**src/dect_pkg.sv**
```systemverilog
`default_nettype none
package dect_pkg;

   // ************************************************************
   // Source selection codes, shared by count, start and reset selectors.
   // ************************************************************
   localparam int SRC_W = 5;
   localparam logic [4:0] SRC_OFF = 5'h00;
   localparam logic [4:0] SRC_TICK = 5'h01;
   localparam logic [4:0] SRC_LINE0 = 5'h02;
   localparam logic [4:0] SRC_USER0 = 5'h06;
   localparam logic [4:0] SRC_CTR0_START = 5'h0A;
   localparam logic [4:0] SRC_CTR1_START = 5'h0B;
   localparam logic [4:0] SRC_CTR0_END = 5'h0C;
   localparam logic [4:0] SRC_CTR1_END = 5'h0D;
   localparam logic [4:0] SRC_LOGIC0 = 5'h0E;
   localparam logic [4:0] SRC_EXP_START = 5'h10;
   localparam logic [4:0] SRC_EXP_END = 5'h11;
   localparam logic [4:0] SRC_FRAME_WAIT = 5'h12;
   localparam int NUM_SRC = 19;

   // ************************************************************
   // Qualifier codes.
   // ************************************************************
   localparam int QUAL_W = 3;
   localparam logic [2:0] QUAL_LEVEL_LOW = 3'h0;
   localparam logic [2:0] QUAL_LEVEL_HIGH = 3'h1;
   localparam logic [2:0] QUAL_FALLING = 3'h2;
   localparam logic [2:0] QUAL_RISING = 3'h3;
   localparam logic [2:0] QUAL_ANY_EDGE = 3'h4;

   // ************************************************************
   // Timing.
   // ************************************************************
   localparam int CLK_MHZ = 100;
   localparam int TICK_PERIOD_US = 1;
   localparam int TICK_CYCLES = CLK_MHZ * TICK_PERIOD_US;

   // ************************************************************
   // Default counter width and counter states.
   // ************************************************************
   localparam int DEFAULT_CNT_W = 32;
   localparam logic [1:0] STATE_IDLE = 2'h0;
   localparam logic [1:0] STATE_ACTIVE = 2'h1;
   localparam logic [1:0] STATE_COMPLETED = 2'h2;

   typedef enum logic [1:0] {
      DECT_IDLE,
      DECT_ACTIVE,
      DECT_COMPLETED
   } dect_state_t;

   // True when the source's signal is qualified by level or edge.
   function automatic logic dect_qualifiable(input logic [4:0] sel);
      return (sel != SRC_OFF) && (sel != SRC_TICK) && (sel != SRC_CTR0_START)
         && (sel != SRC_CTR1_START) && (sel != SRC_CTR0_END) && (sel != SRC_CTR1_END);
   endfunction

endpackage
`default_nettype wire

```
**src/dect_top.sv**
```systemverilog
// Functional notes
// (RQ1) Two counters 0 and 1 exist and a selector picks the one that setup and readback address.
// (RQ2) Each counter increments on a chosen tick, line, user, counter, logic or exposure source.
// (RQ3) Qualifiable count sources count by level low, level high, falling, rising or any edge.
// (RQ4) A start event is raised when the count reaches the delay count.
// (RQ5) An end event is raised when the count reaches the duration count.
// (RQ6) Only one of start-trigger and reset source is active per counter; each turns the other off.
// (RQ7) A counter begins counting when its start-trigger source fires, drawn from the same set.
// (RQ8) The start condition follows its own qualifier when the source is qualifiable.
// (RQ9) A counter is cleared when its reset source fires, drawn from the same set.
// (RQ10) The reset condition follows its own qualifier when the source is qualifiable.
// (RQ11) Live count and status of the selected counter are readable.
// (RQ12) On each counter reset the value just before is captured and held for readback.
// (RQ13) The off choice of any selector never fires.
// (RQ14) The microsecond tick is a one-cycle pulse once every microsecond.
// (RQ15) Start and end events are one-cycle pulses usable by either counter next cycle.
`default_nettype none
module dect_top
   import dect_pkg::*;
#(
   parameter int CNT_W = DEFAULT_CNT_W
) (
   input wire logic mclk,
   input wire logic reset,
   input wire logic [3:0] line_in,
   input wire logic [3:0] user_out,
   input wire logic [1:0] logic_block,
   input wire logic exposure_start,
   input wire logic exposure_end,
   input wire logic awaiting_frame_trigger,
   input wire logic ctr_index_select,
   input wire logic cfg_write,
   input wire logic cfg_start_write,
   input wire logic cfg_reset_write,
   input wire logic [SRC_W-1:0] count_source_select,
   input wire logic [QUAL_W-1:0] count_qualifier,
   input wire logic [CNT_W-1:0] start_delay_count,
   input wire logic [CNT_W-1:0] end_duration_count,
   input wire logic [SRC_W-1:0] start_trigger_select,
   input wire logic [QUAL_W-1:0] start_trigger_qualifier,
   input wire logic [SRC_W-1:0] reset_source_select,
   input wire logic [QUAL_W-1:0] reset_qualifier,
   output logic [CNT_W-1:0] live_count,
   output logic [1:0] ctr_state,
   output logic [CNT_W-1:0] captured_count_on_reset,
   output logic [SRC_W-1:0] active_start_select,
   output logic [SRC_W-1:0] active_reset_select,
   output logic microsecond_tick,
   output logic [1:0] ctr_start_event,
   output logic [1:0] ctr_end_event
);

   if (CNT_W < 2 || CNT_W > 64) begin : g_bad_width
      $error("CNT_W out of range");
   end

   localparam int TICK_W = $clog2(TICK_CYCLES);

   // ************************************************************
   // Microsecond tick.
   // ************************************************************
   logic [TICK_W-1:0] tick_div;

   always_ff @(posedge mclk) begin
      if (reset) begin
         tick_div <= '0;
         microsecond_tick <= 1'b0;
      end else if (tick_div == TICK_W'(TICK_CYCLES - 1)) begin
         tick_div <= '0;
         microsecond_tick <= 1'b1; // see (RQ14)
      end else begin
         tick_div <= tick_div + TICK_W'(1);
         microsecond_tick <= 1'b0;
      end
   end

   // ************************************************************
   // Source vector and its previous value for edge detection.
   // ************************************************************
   logic [NUM_SRC-1:0] src_vec;
   logic [NUM_SRC-1:0] src_prev;
   logic [1:0] start_ev;
   logic [1:0] end_ev;

   assign src_vec = {awaiting_frame_trigger, exposure_end, exposure_start, logic_block,
                     end_ev, start_ev, user_out, line_in, microsecond_tick, 1'b0};

   always_ff @(posedge mclk) begin
      if (reset) begin
         src_prev <= '0;
      end else begin
         src_prev <= src_vec;
      end
   end

   // Pulse sources fire on their pulse; others follow the qualifier.
   function automatic logic dect_fires(input logic [SRC_W-1:0] sel, input logic [QUAL_W-1:0] q,
                                      input logic [NUM_SRC-1:0] cur,
                                      input logic [NUM_SRC-1:0] prev);
      logic c;
      logic p;
      c = 1'b0;
      p = 1'b0;
      if (sel == SRC_OFF || int'(sel) >= NUM_SRC) begin
         return 1'b0; // see (RQ13)
      end
      c = cur[sel];
      p = prev[sel];
      if (!dect_qualifiable(sel)) begin
         return c;
      end
      unique case (q)
         QUAL_LEVEL_LOW: return !c;
         QUAL_LEVEL_HIGH: return c;
         QUAL_FALLING: return p && !c;
         QUAL_RISING: return !p && c;
         QUAL_ANY_EDGE: return p != c;
         default: return 1'b0;
      endcase
   endfunction

   // ************************************************************
   // Per-counter configuration and channels.
   // ************************************************************
   logic [CNT_W-1:0] chan_count [2];
   logic [CNT_W-1:0] chan_capt [2];
   logic [1:0] chan_state [2];

   for (genvar i = 0; i < 2; i++) begin : g_ctr
      logic [SRC_W-1:0] cnt_sel;
      logic [QUAL_W-1:0] cnt_q;
      logic [SRC_W-1:0] st_sel;
      logic [QUAL_W-1:0] st_q;
      logic [SRC_W-1:0] rs_sel;
      logic [QUAL_W-1:0] rs_q;
      logic [CNT_W-1:0] delay;
      logic [CNT_W-1:0] duration;
      logic picked;

      assign picked = (ctr_index_select == 1'(i)); // see (RQ1)

      always_ff @(posedge mclk) begin
         if (reset) begin
            cnt_sel <= SRC_OFF;
            cnt_q <= QUAL_RISING;
            delay <= '0;
            duration <= '0;
         end else if (cfg_write && picked) begin
            cnt_sel <= count_source_select;
            cnt_q <= count_qualifier;
            delay <= start_delay_count;
            duration <= end_duration_count;
         end
      end

      // A later start write of a source other than off turns reset off and vice versa.
      always_ff @(posedge mclk) begin
         if (reset) begin
            st_sel <= SRC_OFF;
            st_q <= QUAL_RISING;
            rs_sel <= SRC_OFF;
            rs_q <= QUAL_RISING;
         end else if (picked && cfg_start_write) begin
            st_sel <= start_trigger_select;
            st_q <= start_trigger_qualifier;
            if (start_trigger_select != SRC_OFF) begin
               rs_sel <= SRC_OFF; // see (RQ6)
            end
         end else if (picked && cfg_reset_write) begin
            rs_sel <= reset_source_select;
            rs_q <= reset_qualifier;
            if (reset_source_select != SRC_OFF) begin
               st_sel <= SRC_OFF; // see (RQ6)
            end
         end
      end

      dect_channel #(
         .CNT_W(CNT_W)
      ) u_chan (
         .mclk(mclk),
         .reset(reset),
         .count_hit(dect_fires(cnt_sel, cnt_q, src_vec, src_prev)), // see (RQ3)
         .start_hit(dect_fires(st_sel, st_q, src_vec, src_prev)), // see (RQ8)
         .reset_hit(dect_fires(rs_sel, rs_q, src_vec, src_prev)), // see (RQ10)
         .start_gate_used(st_sel != SRC_OFF),
         .start_delay_count(delay),
         .end_duration_count(duration),
         .live_count(chan_count[i]),
         .captured_count(chan_capt[i]),
         .ctr_state(chan_state[i]),
         .start_event(start_ev[i]),
         .end_event(end_ev[i])
      );
   end

   // ************************************************************
   // Readback of the selected counter, and events of both counters.
   // ************************************************************
   always_ff @(posedge mclk) begin
      if (reset) begin
         live_count <= '0;
         ctr_state <= STATE_IDLE;
         captured_count_on_reset <= '0;
         active_start_select <= SRC_OFF;
         active_reset_select <= SRC_OFF;
         ctr_start_event <= '0;
         ctr_end_event <= '0;
      end else begin
         live_count <= chan_count[ctr_index_select]; // see (RQ11)
         ctr_state <= chan_state[ctr_index_select]; // see (RQ11)
         captured_count_on_reset <= chan_capt[ctr_index_select]; // see (RQ12)
         active_start_select <= ctr_index_select ? g_ctr[1].st_sel : g_ctr[0].st_sel;
         active_reset_select <= ctr_index_select ? g_ctr[1].rs_sel : g_ctr[0].rs_sel;
         ctr_start_event <= start_ev; // see (RQ15)
         ctr_end_event <= end_ev; // see (RQ15)
      end
   end

endmodule // dect_top
`default_nettype wire

```
**src/dect_channel.sv**
```systemverilog
`default_nettype none
module dect_channel
   import dect_pkg::*;
#(
   parameter int CNT_W = DEFAULT_CNT_W
) (
   input wire logic mclk,
   input wire logic reset,
   input wire logic count_hit,
   input wire logic start_hit,
   input wire logic reset_hit,
   input wire logic start_gate_used,
   input wire logic [CNT_W-1:0] start_delay_count,
   input wire logic [CNT_W-1:0] end_duration_count,
   output logic [CNT_W-1:0] live_count,
   output logic [CNT_W-1:0] captured_count,
   output logic [1:0] ctr_state,
   output logic start_event,
   output logic end_event
);

   dect_state_t state;
   logic [CNT_W-1:0] next_count;

   assign next_count = live_count + CNT_W'(1);

   // ************************************************************
   // Counting and state.
   // ************************************************************
   always_ff @(posedge mclk) begin
      start_event <= 1'b0;
      end_event <= 1'b0;
      if (reset) begin
         state <= DECT_IDLE;
         live_count <= '0;
      end else if (reset_hit) begin
         live_count <= '0; // see (RQ9)
         state <= DECT_ACTIVE;
      end else begin
         unique case (state)
            DECT_IDLE: begin
               // Without a start trigger the counter runs free from reset.
               if (!start_gate_used || start_hit) begin
                  state <= DECT_ACTIVE; // see (RQ7)
               end
            end
            DECT_ACTIVE: begin
               if (count_hit) begin
                  live_count <= next_count; // see (RQ2)
                  if (next_count == start_delay_count) begin
                     start_event <= 1'b1; // see (RQ4) see (RQ15)
                  end
                  if (next_count == end_duration_count) begin
                     end_event <= 1'b1; // see (RQ5) see (RQ15)
                     state <= DECT_COMPLETED;
                  end
               end
            end
            DECT_COMPLETED: begin
               if (start_gate_used && start_hit) begin
                  live_count <= '0;
                  state <= DECT_ACTIVE;
               end
            end
         endcase
      end
   end

   always_ff @(posedge mclk) begin
      if (reset) begin
         captured_count <= '0;
      end else if (reset_hit) begin
         captured_count <= live_count; // see (RQ12)
      end
   end

   always_ff @(posedge mclk) begin
      if (reset) begin
         ctr_state <= STATE_IDLE;
      end else begin
         unique case (state)
            DECT_IDLE: ctr_state <= STATE_IDLE;
            DECT_ACTIVE: ctr_state <= STATE_ACTIVE;
            DECT_COMPLETED: ctr_state <= STATE_COMPLETED;
         endcase
      end
   end

endmodule // dect_channel
`default_nettype wire

```
**config.mk**
```make
export PLATFORM = sky130hd
export DESIGN_NAME = dect_top
export DESIGN_NICKNAME = d
export VERILOG_FILES = /design/src/dect_pkg.sv /design/src/dect_top.sv /design/src/dect_channel.sv
export SDC_FILE = /design/constraint.sdc
export NUM_CORES = 1
export LEC_CHECK = 0
export ABC_AREA = 1
export BUFFER_PORTS_ARGS = -buffer_cell sky130_fd_sc_hd__buf_2
export CAP_MARGIN = 30
export CORE_MARGIN = 2
export CORE_UTILIZATION = 40
export DETAILED_ROUTE_END_ITERATION = 8
export MAX_ROUTING_LAYER = met4
export PLACE_DENSITY_LB_ADDON = 0.3
export SYNTH_ARGS = -nofsm -noshare
export SYNTH_HDL_FRONTEND = slang
export SYNTH_SLANG_ARGS = --single-unit
export TNS_END_PERCENT = 5
```
**constraint.sdc**
```tcl
create_clock -name mclk -period 6.4 [get_ports mclk]
set_input_delay 0.32 -clock mclk [delete_from_list [all_inputs] [get_ports mclk]]
set_output_delay 0.32 -clock mclk [all_outputs]
set_load 0.03 [all_outputs]
```
### Word-level counts from Yosys, hierarchy flattened

Index checks and enable logic that the tools add are counted.

| storage, ports and cells | value |
|---|---|
| register bits after elaboration | 423 |
| bits of input ports | 107 |
| output and inout bits | 81 |
| logic and storage cells | 387 |

| cells by class | value |
|---|---|
| add/subtract/negate cells | 3 |
| order comparisons | 13 |
| equal/unequal tests | 87 |
| multiplexer cells | 118 |
| bitwise gates (word level) | 8 |
| reductions and logical operators | 117 |

Operators by type and width:

| operator | number |
|---|---|
| 2-to-1 mux 32 bit | 10 |
| == test 32 bit | 4 |
| case mux 32 bit (2 select lines) | 2 |
| != test 5 x 4 -> 1 bit (second input constant) | 24 |
| adder 32 x 1 -> 32 bit (second input constant) | 2 |
| 2-to-1 mux 1 bit | 61 |
| binary-select mux 1 bit (select 5 bit) | 12 |
| 2-to-1 mux 5 bit | 12 |
| logical AND 1 bit | 50 |
| nonzero test 5 bit | 8 |
| == test 3 x 2 -> 1 bit (second input constant) | 12 |
| less-than comparator 5 x 6 -> 1 bit (second input constant) | 6 |
| >= comparator 5 bit (second input constant) | 6 |
| logical NOT 5 bit | 6 |
| != test 5 x 1 -> 1 bit (second input constant) | 6 |
| case mux 1 bit (5 select lines) | 6 |
| != test 3 x 1 -> 1 bit (second input constant) | 8 |
| case mux 2 bit (3 select lines) | 4 |
| 2-to-1 mux 2 bit | 11 |
| != test 2 x 1 -> 1 bit (second input constant) | 10 |
| == test 3 x 1 -> 1 bit (second input constant) | 6 |
| == test 3 bit (second input constant) | 6 |
| logical NOT 3 bit | 6 |
| AND reduction 4 bit | 4 |
| 16 further kinds | 64 |

### Depth between registers and ports, before layout

Gate-level depths: netlist of run 1.

| depth | value |
|---|---|
| depth after elaboration | 14 |
| mapped depth | 23 |
| gate-level depth less buffers | 22 |

### Cells and area by module

Synthesis of run 1 repeated with hierarchy kept, for this count alone.

| second synthesis, totals | value |
|---|---|
| cells, all modules | 3293 |
| area total of the unflattened synthesis | 21419.3 sq um |

Modules (own cells, without submodules):

| module | times used | cells each | area an instance (sq um) |
|---|---|---|---|
| dect_top | 1 | 1783 | 12223.0 |
| dect_channel | 2 | 755 | 4598.2 |

### Least setup slack after synthesis of run 1

OpenSTA, ideal clock, no wires.

| timing path | value |
|---|---|
| kind | register -> register |
| from | reg g_ctr[1].rs_sel[1] |
| to | reg g_ctr[1].u_chan.state[1] |
| setup time | 0.117 ns |
| arrival time | 2.713 ns |
| required time | 6.283 ns |
| setup slack | 3.569 ns |
| cell stages (with the launch flop) | 20 |
| path buffers | 2 |
| clock period less this slack | 2.831 ns |
| path through | dfxtp_1 inv_2 nand2_2 inv_2 a22oi_1 o221ai_1 a22o_1 o21ai_0 nand2_1 ha_1 o311ai_0 o21ai_0 nand2_1 nand2_1 inv_2 nand2_4 nand2_2 buf_6 buf_6 a21oi_2 |

| between the ends | value |
|---|---|
| cells in the longest elaborated chain, start to end | 11 |
| elaborated cells on any way between the ends | 31 |
| those cells by class | 1 x order compare; 6 x eq/ne; 11 x mux; 13 x reduce/logical |

Ends and longest elaborated chain:

| element | RTL line | text |
|---|---|---|
| start, declared | dect_top.sv:134 | `logic [SRC_W-1:0] rs_sel;` |
| start signal, assigned | dect_top.sv:170 | `rs_sel <= reset_source_select;` |
| branches (longest 9 deep; another with binary-select mux 1 bit (select 5 bit)) | -- |  |
| 2-to-1 mux 1 bit (*) | dect_top.sv:107 | `c = cur[sel];` |
| OR reduction 2 bit (no source line) (*) | -- |  |
| end signal, assigned | dect_channel.sv:34 | `state <= DECT_IDLE;` |
| end signal, assigned | dect_channel.sv:38 | `state <= DECT_ACTIVE;` |
| end signal, assigned | dect_channel.sv:44 | `state <= DECT_ACTIVE;` |
| end, declared | dect_channel.sv:22 | `dect_state_t state;` |

Mark *: on every way between the ends. The select of a mux whose other input is x is not followed.
A chain may end at the register's enable or synchronous reset.

### Worst setup path in the final report of run 1

| timing path | value |
|---|---|
| from | reg g_ctr[0].rs_sel[1] |
| to | reg g_ctr[0].u_chan.start_event |

| between the ends | value |
|---|---|
| cells in the longest elaborated chain, start to end | 11 |
| elaborated cells on any way between the ends | 31 |
| those cells by class | 1 x order compare; 6 x eq/ne; 11 x mux; 13 x reduce/logical |

Ends and longest elaborated chain:

| element | RTL line | text |
|---|---|---|
| start, declared | dect_top.sv:134 |  |
| start signal, assigned | dect_top.sv:170 |  |
| branches (longest 9 deep; another with binary-select mux 1 bit (select 5 bit)) | -- |  |
| 2-to-1 mux 1 bit (*) | dect_top.sv:107 |  |
| OR reduction 4 bit (no source line) (*) | -- |  |
| end signal, assigned | dect_channel.sv:31 | `start_event <= 1'b0;` |
| end signal, assigned | dect_channel.sv:51 | `start_event <= 1'b1;` |
| end, declared | dect_channel.sv:18 | `output logic start_event,` |

Marks and branches as above.

==> out/qor.csv, run 1 <==
metric;value;unit
status;completed;
via_per_inst;5.37;
cp-start-kind;flop;
synth_edf_count;0;
die_w;233;microns
synth_fp_nets;3182;
hp-class;input pin to flop;
slew_headroom;0.369;
synth_cell_types;57;
ys_top_cells_by_area;dfxtp_1 (40%), nand2_1 (10%), nor2_1 (8.0%), o21ai_0 (8.0%), a21oi_1 (6.2%);
rows;83;
ys_ff_latch;418;
initial_core_util;0.407;
cts_buffers;46;
ios;188;
setup_tns;0;ns
detailedRoute.firstPassIterationCount;8;
crit_required;6.91;ns
area_growth_syn_to_layout;14.9;%
timing.final.crit_share;0.600;
routedWlPerCell;19.1;microns
grt_pass1_wl;111;mm
clkTransAtPathRegs;0.07;ns
drtIter0Drc;2392;
p_total;6.26;mW
cts_tree;yes;
crit_fanout;35;
whs_path_depth;3;
worst_slew_pin_slew;0.945;ns
ys_seq_area_frac;0.399;
rsz0062_at_grt;false;
rr_worst_depth;20;
cpMostUsedCell;nand2_1;
place_inst;3800;
grt_max_degree;152;
nFillCells;5431;
htree_num_levels;2;
path_delay_family;simple AND/OR/NAND/NOR gates;
layout.nets;3315;
synth_ff_type;dfxtp_1;
place_congestion;1.01;
fp.dieH;233;microns
hold_violations;0;
hpwl;55.0;mm
grt-ovfl-total;0;
ys_async_sr_fraction;0;
synth.most_common_cell;nand2_1;
path_depth;20;
peakVddDrop;0.000198;V
final_layout_size_suffix_gt1_frac;0.122;
cp-end-kind;flop;
finalSetupViolations;0;
reg2reg_slack;2.56;ns
antenna_found_initial;0;
wirelength;74.5;mm
syn_area;20900;sq um
fmax;260;MHz
cts-root-buf;clkbuf_16;
clock_path_buffers;3;
cp_slowest_cell;nand2_2;
clk_latency;0.59;ns
min_period;3.84;ns
grt_pass1_vias;18800;
synth_top_cell_area_share;0.399;
drv_slew;0;
worst_clock_skew;0.0188;ns
vias;21000;
p_per_area;260;nW/um^2
synth.top_cells.by_count;nand2_1 (570), nor2_1 (448), dfxtp_1 (418);
ant_nets;0;
crit_type;flop to flop;
post-cts-setup-buffers;0;
grt_usage;0.276;
yosys_warnings;0;
n_antenna_cell;0;
numPortBuffers;187;
path_buf_inv;2;
synth_top_cell_by_area;dfxtp_1;
clock-sinks;418;
dieArea;54200;sq um
cp_cell_sequence;inv_2 > nand2_1 > inv_1 > a22oi_1 > o221ai_1 > nand3_1 > nand2_1 > o21ai_0 > nand2_1 > ha_1 > o311ai_0 > a31oi_1 > nand2_1 > nand2_1 > nand2_1 > nand2_4 > nand2_2 > nor2_4 > nand2_1 > nor2_1;
fin_cells;3906;
crit_arrival;4.35;ns
cap_violations;0;
remaining_drc_errors;0;
coreArea;51500;sq um
synth_area_per_cell;6.85;sq um
max_stage_delay;0.50;ns
total_leakage_power;10.0;nW
synth_cells;3060;
kinds of logic (layout without fill, tap and decap cells):
kind of cell / after synthesis / count (layout) / synth area share
buf+inv: 455 / 621 / 0.0876
flops: 418 / 418 / 0.399
compound gates: 775 / 775 / 0.205
xor+xnor: 55 / 55 / 0.0250
simple gates: 1342 / 1342 / 0.274
fa+ha+maj: 15 / 15 / 0.00896
state kept, by name, summed over array words and instances (netlist names), 5 cells and up:
name,count
live_count,32
active_reset_select,5
g_ctr.u_chan.live_count,64
tick_div,7
g_ctr.st_sel,10
active_start_select,5
g_ctr.rs_sel,10
g_ctr.cnt_q,6
g_ctr.rs_q,6
g_ctr.st_q,6
g_ctr.duration,64
src_prev,18
captured_count_on_reset,32
g_ctr.u_chan.captured_count,64
g_ctr.delay,64
g_ctr.cnt_sel,10
worst paths after layout:
kind | startpoint | to
min reg2reg | tick_div[0] | tick_div[0]
max reg2reg | g_ctr[0].rs_sel[1] | g_ctr[0].u_chan.start_event
max | g_ctr[0].rs_sel[1] | g_ctr[0].u_chan.start_event
min | start_delay_count[14] | g_ctr[0].delay[14]
metrics by stage:
stage	area [sq um]	hold WS (ns)	utilization	setup WS [ns]
3_3_place_gp	22200	0.433	0.431	2.59
6_report	24100	0.0136	0.467	2.56
4_1_cts	24000	0.0000570	0.466	2.65
5_1_grt	24100	0.0157	0.467	2.06
2_1_floorplan	20900	0.418	-	3.57
3_5_place_dp	22200	0.449	0.431	2.68
layout by cell type (no fill, tap or decap), types with 22 or more instances in the layout:
master,netlist,routed
inv_1,291,291
nor2_1,448,448
nand4_1,32,32
o21ai_0,336,336
a21oi_1,258,258
nor3_1,22,22
nand2_2,24,24
xor2_1,39,39
buf_2,22,186
dlygate4sd3_1,0,23
clkbuf_16,0,47
o221ai_1,24,24
o21ai_1,27,27
o22ai_1,46,46
nand2_1,570,568
dfxtp_1,418,418
inv_2,25,25
nand3_1,182,182
routing by layer:
layer	wire length [microns]	vias up	GRT usage
met3	5370	164	0.0284
met5	0	-	-
li1	-	10400	-
met2	34800	838	0.451
met4	3390	0	0.119
met1	30900	9631	0.347
worst min-delay path: cells and delay by family:
| kind | cells | cell delay (ns) |
|---|---|---|
| buf+inv | 1 | 0.08 |
| simple gates | 1 | 0.08 |
| compound gates | 1 | 0.08 |
where the power goes:
group,internal [mW],leakage [nW],switching (mW)
sequential,2.71,3.42,0.0752
clock,1.65,0.774,1.13
combinational,0.219,5.81,0.476
cell type report:
cell class,instances,area [sq um],share of cell area
repair buffers,221,1320,0.0547
clock inverters,14,184,0.00764
inverters,319,1200,0.0500
well taps,680,851,0.0354
multi-input cells,2187,10800,0.447
flip-flops and latches,418,8370,0.348
clock buffers,67,1380,0.0574
repair_timing:
action                                 4_1_cts  5_1_grt
gates resized for setup                      0        0
endpoints found under the hold margin       28        1
hold buffers                                22        1
No activity file was read; power rests on OpenSTA's default activity.
==> run 2, diff against run 1 <==
==> constraint.sdc (replaced) <==
create_clock -name mclk -period 3.9 [get_ports mclk]
set_input_delay 0.195 -clock mclk [delete_from_list [all_inputs] [get_ports mclk]]
set_output_delay 0.195 -clock mclk [all_outputs]
set_load 0.03 [all_outputs]
==> out/qor.csv, run 2 (same netlist as run 1, synthesis figures left out) <==
metric;value;unit;change
dieArea;54200;sq um;unchanged
vias;21600;;was 21000
slew_headroom;0.363;;was 0.369
swShare;0.271;;was 0.268
crit_type;flop to flop;;unchanged
grt_pass1_vias;20000;;was 18800
peakVddDrop;0.000323;V;was 0.000198 V
internal-power;7.61;mW;was 4.59 mW
hold_violations;0;;unchanged
worst_slew_pin_slew;0.955;ns;was 0.945 ns
clkTransAtPathRegs;0.07;ns;about the same
initial_core_util;0.407;;unchanged
finalSetupViolations;0;;unchanged
antenna_found_initial;0;;unchanged
wirelength;76.4;mm;was 74.5 mm
total_leakage_power;10.4;nW;was 10.0 nW
post-cts-setup-buffers;0;;unchanged
reg2reg_slack;0.37;ns;was 2.56 ns
hp-class;input pin to flop;;unchanged
rsz0062_at_grt;false;;unchanged
worstReg2RegEnd;g_ctr[1].u_chan.captured_count[16];;was g_ctr[0].u_chan.start_event
p_per_area;418;nW/um^2;was 260 nW/um^2
layout_commonest_cell;nand2_1;;unchanged
pre_cts_ws;0.413;ns;was 2.68 ns
routedWlPerCell;19.1;microns;about the same
cts-root-buf;clkbuf_16;;unchanged
rr_worst_depth;19;;was 20
layout_common_cells;nand2_1 (568), nor2_1 (448), dfxtp_1 (417);;was nand2_1 (568), nor2_1 (448), dfxtp_1 (418)
grt_pass1_wl;115;mm;was 111 mm
cts_buffers;47;;was 46
worst_clock_skew;0.0181;ns;was 0.0188 ns
cp-end-kind;flop;;unchanged
combPwrFrac;0.116;;was 0.111
finalWorstSetupSlack;0.370;ns;was 2.56 ns
fmax;283;MHz;was 260 MHz
numPortBuffers;187;;unchanged
setup_tns;0;ns;unchanged
n_antenna_cell;0;;unchanged
cap_violations;0;;unchanged
grt-ovfl-total;0;;unchanged
grt_usage;0.284;;was 0.276
status;completed;;unchanged
remaining_drc_errors;0;;unchanged
ios;188;;unchanged
timing.final.crit_share;0.905;;was 0.600
htree_num_levels;2;;unchanged
holdCritStartpoint;user_out[2];;was start_delay_count[14]
crit_fanout;46;;was 35
grt_max_degree;126;;was 152
clock_path_buffers;3;;unchanged
final_layout_size_suffix_gt1_frac;0.125;;was 0.122
ant_nets;0;;unchanged
area_growth_syn_to_layout;19.3;%;was 14.9%
clock-sinks;418;;unchanged
die_w;233;microns;unchanged
switchingPower;2.82;mW;was 1.68 mW
pwr-share-clk;0.445;;was 0.444
coreArea;51500;sq um;unchanged
hold-path-endpoint;src_prev[8];;was g_ctr[0].delay[14]
drtIter0Drc;2185;;was 2392
r2r-start;g_ctr[1].rs_sel[1];;was g_ctr[0].rs_sel[1]
clk_latency;0.60;ns;was 0.59 ns
layout.nets;3408;;was 3315
fp.dieH;233;microns;unchanged
cts_tree;yes;;unchanged
drv_slew;0;;unchanged
crit_required;4.42;ns;was 6.91 ns
place_congestion;1.02;;was 1.01
crit_arrival;4.05;ns;was 4.35 ns
hpwl;56.4;mm;was 55.0 mm
detailedRoute.firstPassIterationCount;6;;was 8
power_frac_seq;0.439;;was 0.445
rows;83;;unchanged
via_per_inst;5.40;;was 5.37
min_period;3.53;ns;was 3.84 ns
whs_path_depth;3;;unchanged
cp-start-kind;flop;;unchanged
==> run 2: cell types whose count changed in the layout (fill, tap and decap cells not counted), sizes merged <==
cell,previous run,this run
clkbuf,67,66
inv,318,319
buf,198,218
dlygate4sd3,23,95
clkinvlp,1,3
clkinv,10,12
==> run 2: layout make-up <==
type | instances | area, sq um
clock buffers | 66 | 1380
clock inverters | 19 | 225
fillers | 5246 | 26500
inverters | 319 | 1200
multi-input cells | 2187 | 10800
flip-flops and latches | 418 | 8370
well taps | 680 | 851
repair buffers | 313 | 2190
==> run 2: timing repair <==
action                     in CTS  in global routing
setup endpoints to repair       0                 42
gates resized for setup         0                  2
hold endpoints to repair      151                  0
hold buffers                   95                  0
==> run 2: per-stage QoR <==
stage / total power [mW] / instances / utilization / cell area, sq um / hold WS [ns]
global route: 10.8 / 4002 / 0.485 / 25000 / 0.0478
global placement: 5.78 / 3821 / 0.435 / 22400 / 0.426
finish: 10.4 / 4002 / 0.485 / 25000 / 0.0439
detailed placement: 5.79 / 3822 / 0.435 / 22400 / 0.432
CTS: 10.5 / 4002 / 0.485 / 25000 / 0.000731
floorplan: 5.39 / 3060 / - / 20900 / 0.308
==> run 2: worst max-delay path by stage <==
stage,from,end,slack (ns),cells past startpoint
final,g_ctr[1].rs_sel[1],g_ctr[1].u_chan.captured_count[16],0.37,19
after global routing,g_ctr[1].rs_sel[1],g_ctr[1].u_chan.captured_count[7],0.04,20
after CTS,g_ctr[0].rs_sel[1],g_ctr[0].u_chan.captured_count[14],0.34,21
after detailed placement,g_ctr[0].rs_sel[1],g_ctr[0].u_chan.captured_count[25],0.41,21
after global placement,g_ctr[0].rs_sel[1],g_ctr[0].u_chan.captured_count[11],0.48,21
after floorplan,g_ctr[1].rs_sel[1],g_ctr[1].u_chan.state[1],1.07,19
==> run 2: routing by layer <==
layer | wire length, microns | track usage | share of wire | up-vias
met4 | 3650 | 0.130 | 0.048 | 0
met1 | 31700 | 0.353 | 0.41 | 10000
met3 | 5250 | 0.0353 | 0.069 | 148
li1 | - | - | - | 10600
met2 | 35900 | 0.460 | 0.47 | 877
met5 | 0 | - | 0 | -
==> run 2: critical path, stage by stage (launching register included) <==
cell      delay, ns
dfxtp_1        0.44
inv_2          0.09
nand2_2        0.13
inv_2          0.07
a22oi_1        0.14
o221ai_1       0.15
a22o_1         0.23
o21ai_0        0.14
nand2_1        0.13
ha_1           0.29
o311ai_0       0.48
o21ai_0        0.14
nand2_1        0.09
nand2_1        0.06
inv_2          0.06
nand2_4        0.07
inv_2          0.23
buf_12         0.25
o21ai_0        0.10
a21oi_1        0.14
==> run 2: power groups by stage <==
stage / combinational, mW / clock (mW) / sequential, mW
finish: 1.21 / 4.64 / 4.58
global route: 1.33 / 4.88 / 4.60
CTS: 1.20 / 4.70 / 4.58
detailed placement: 1.12 / 0 / 4.67
global placement: 1.11 / 0 / 4.67
floorplan: 0.690 / 0 / 4.70
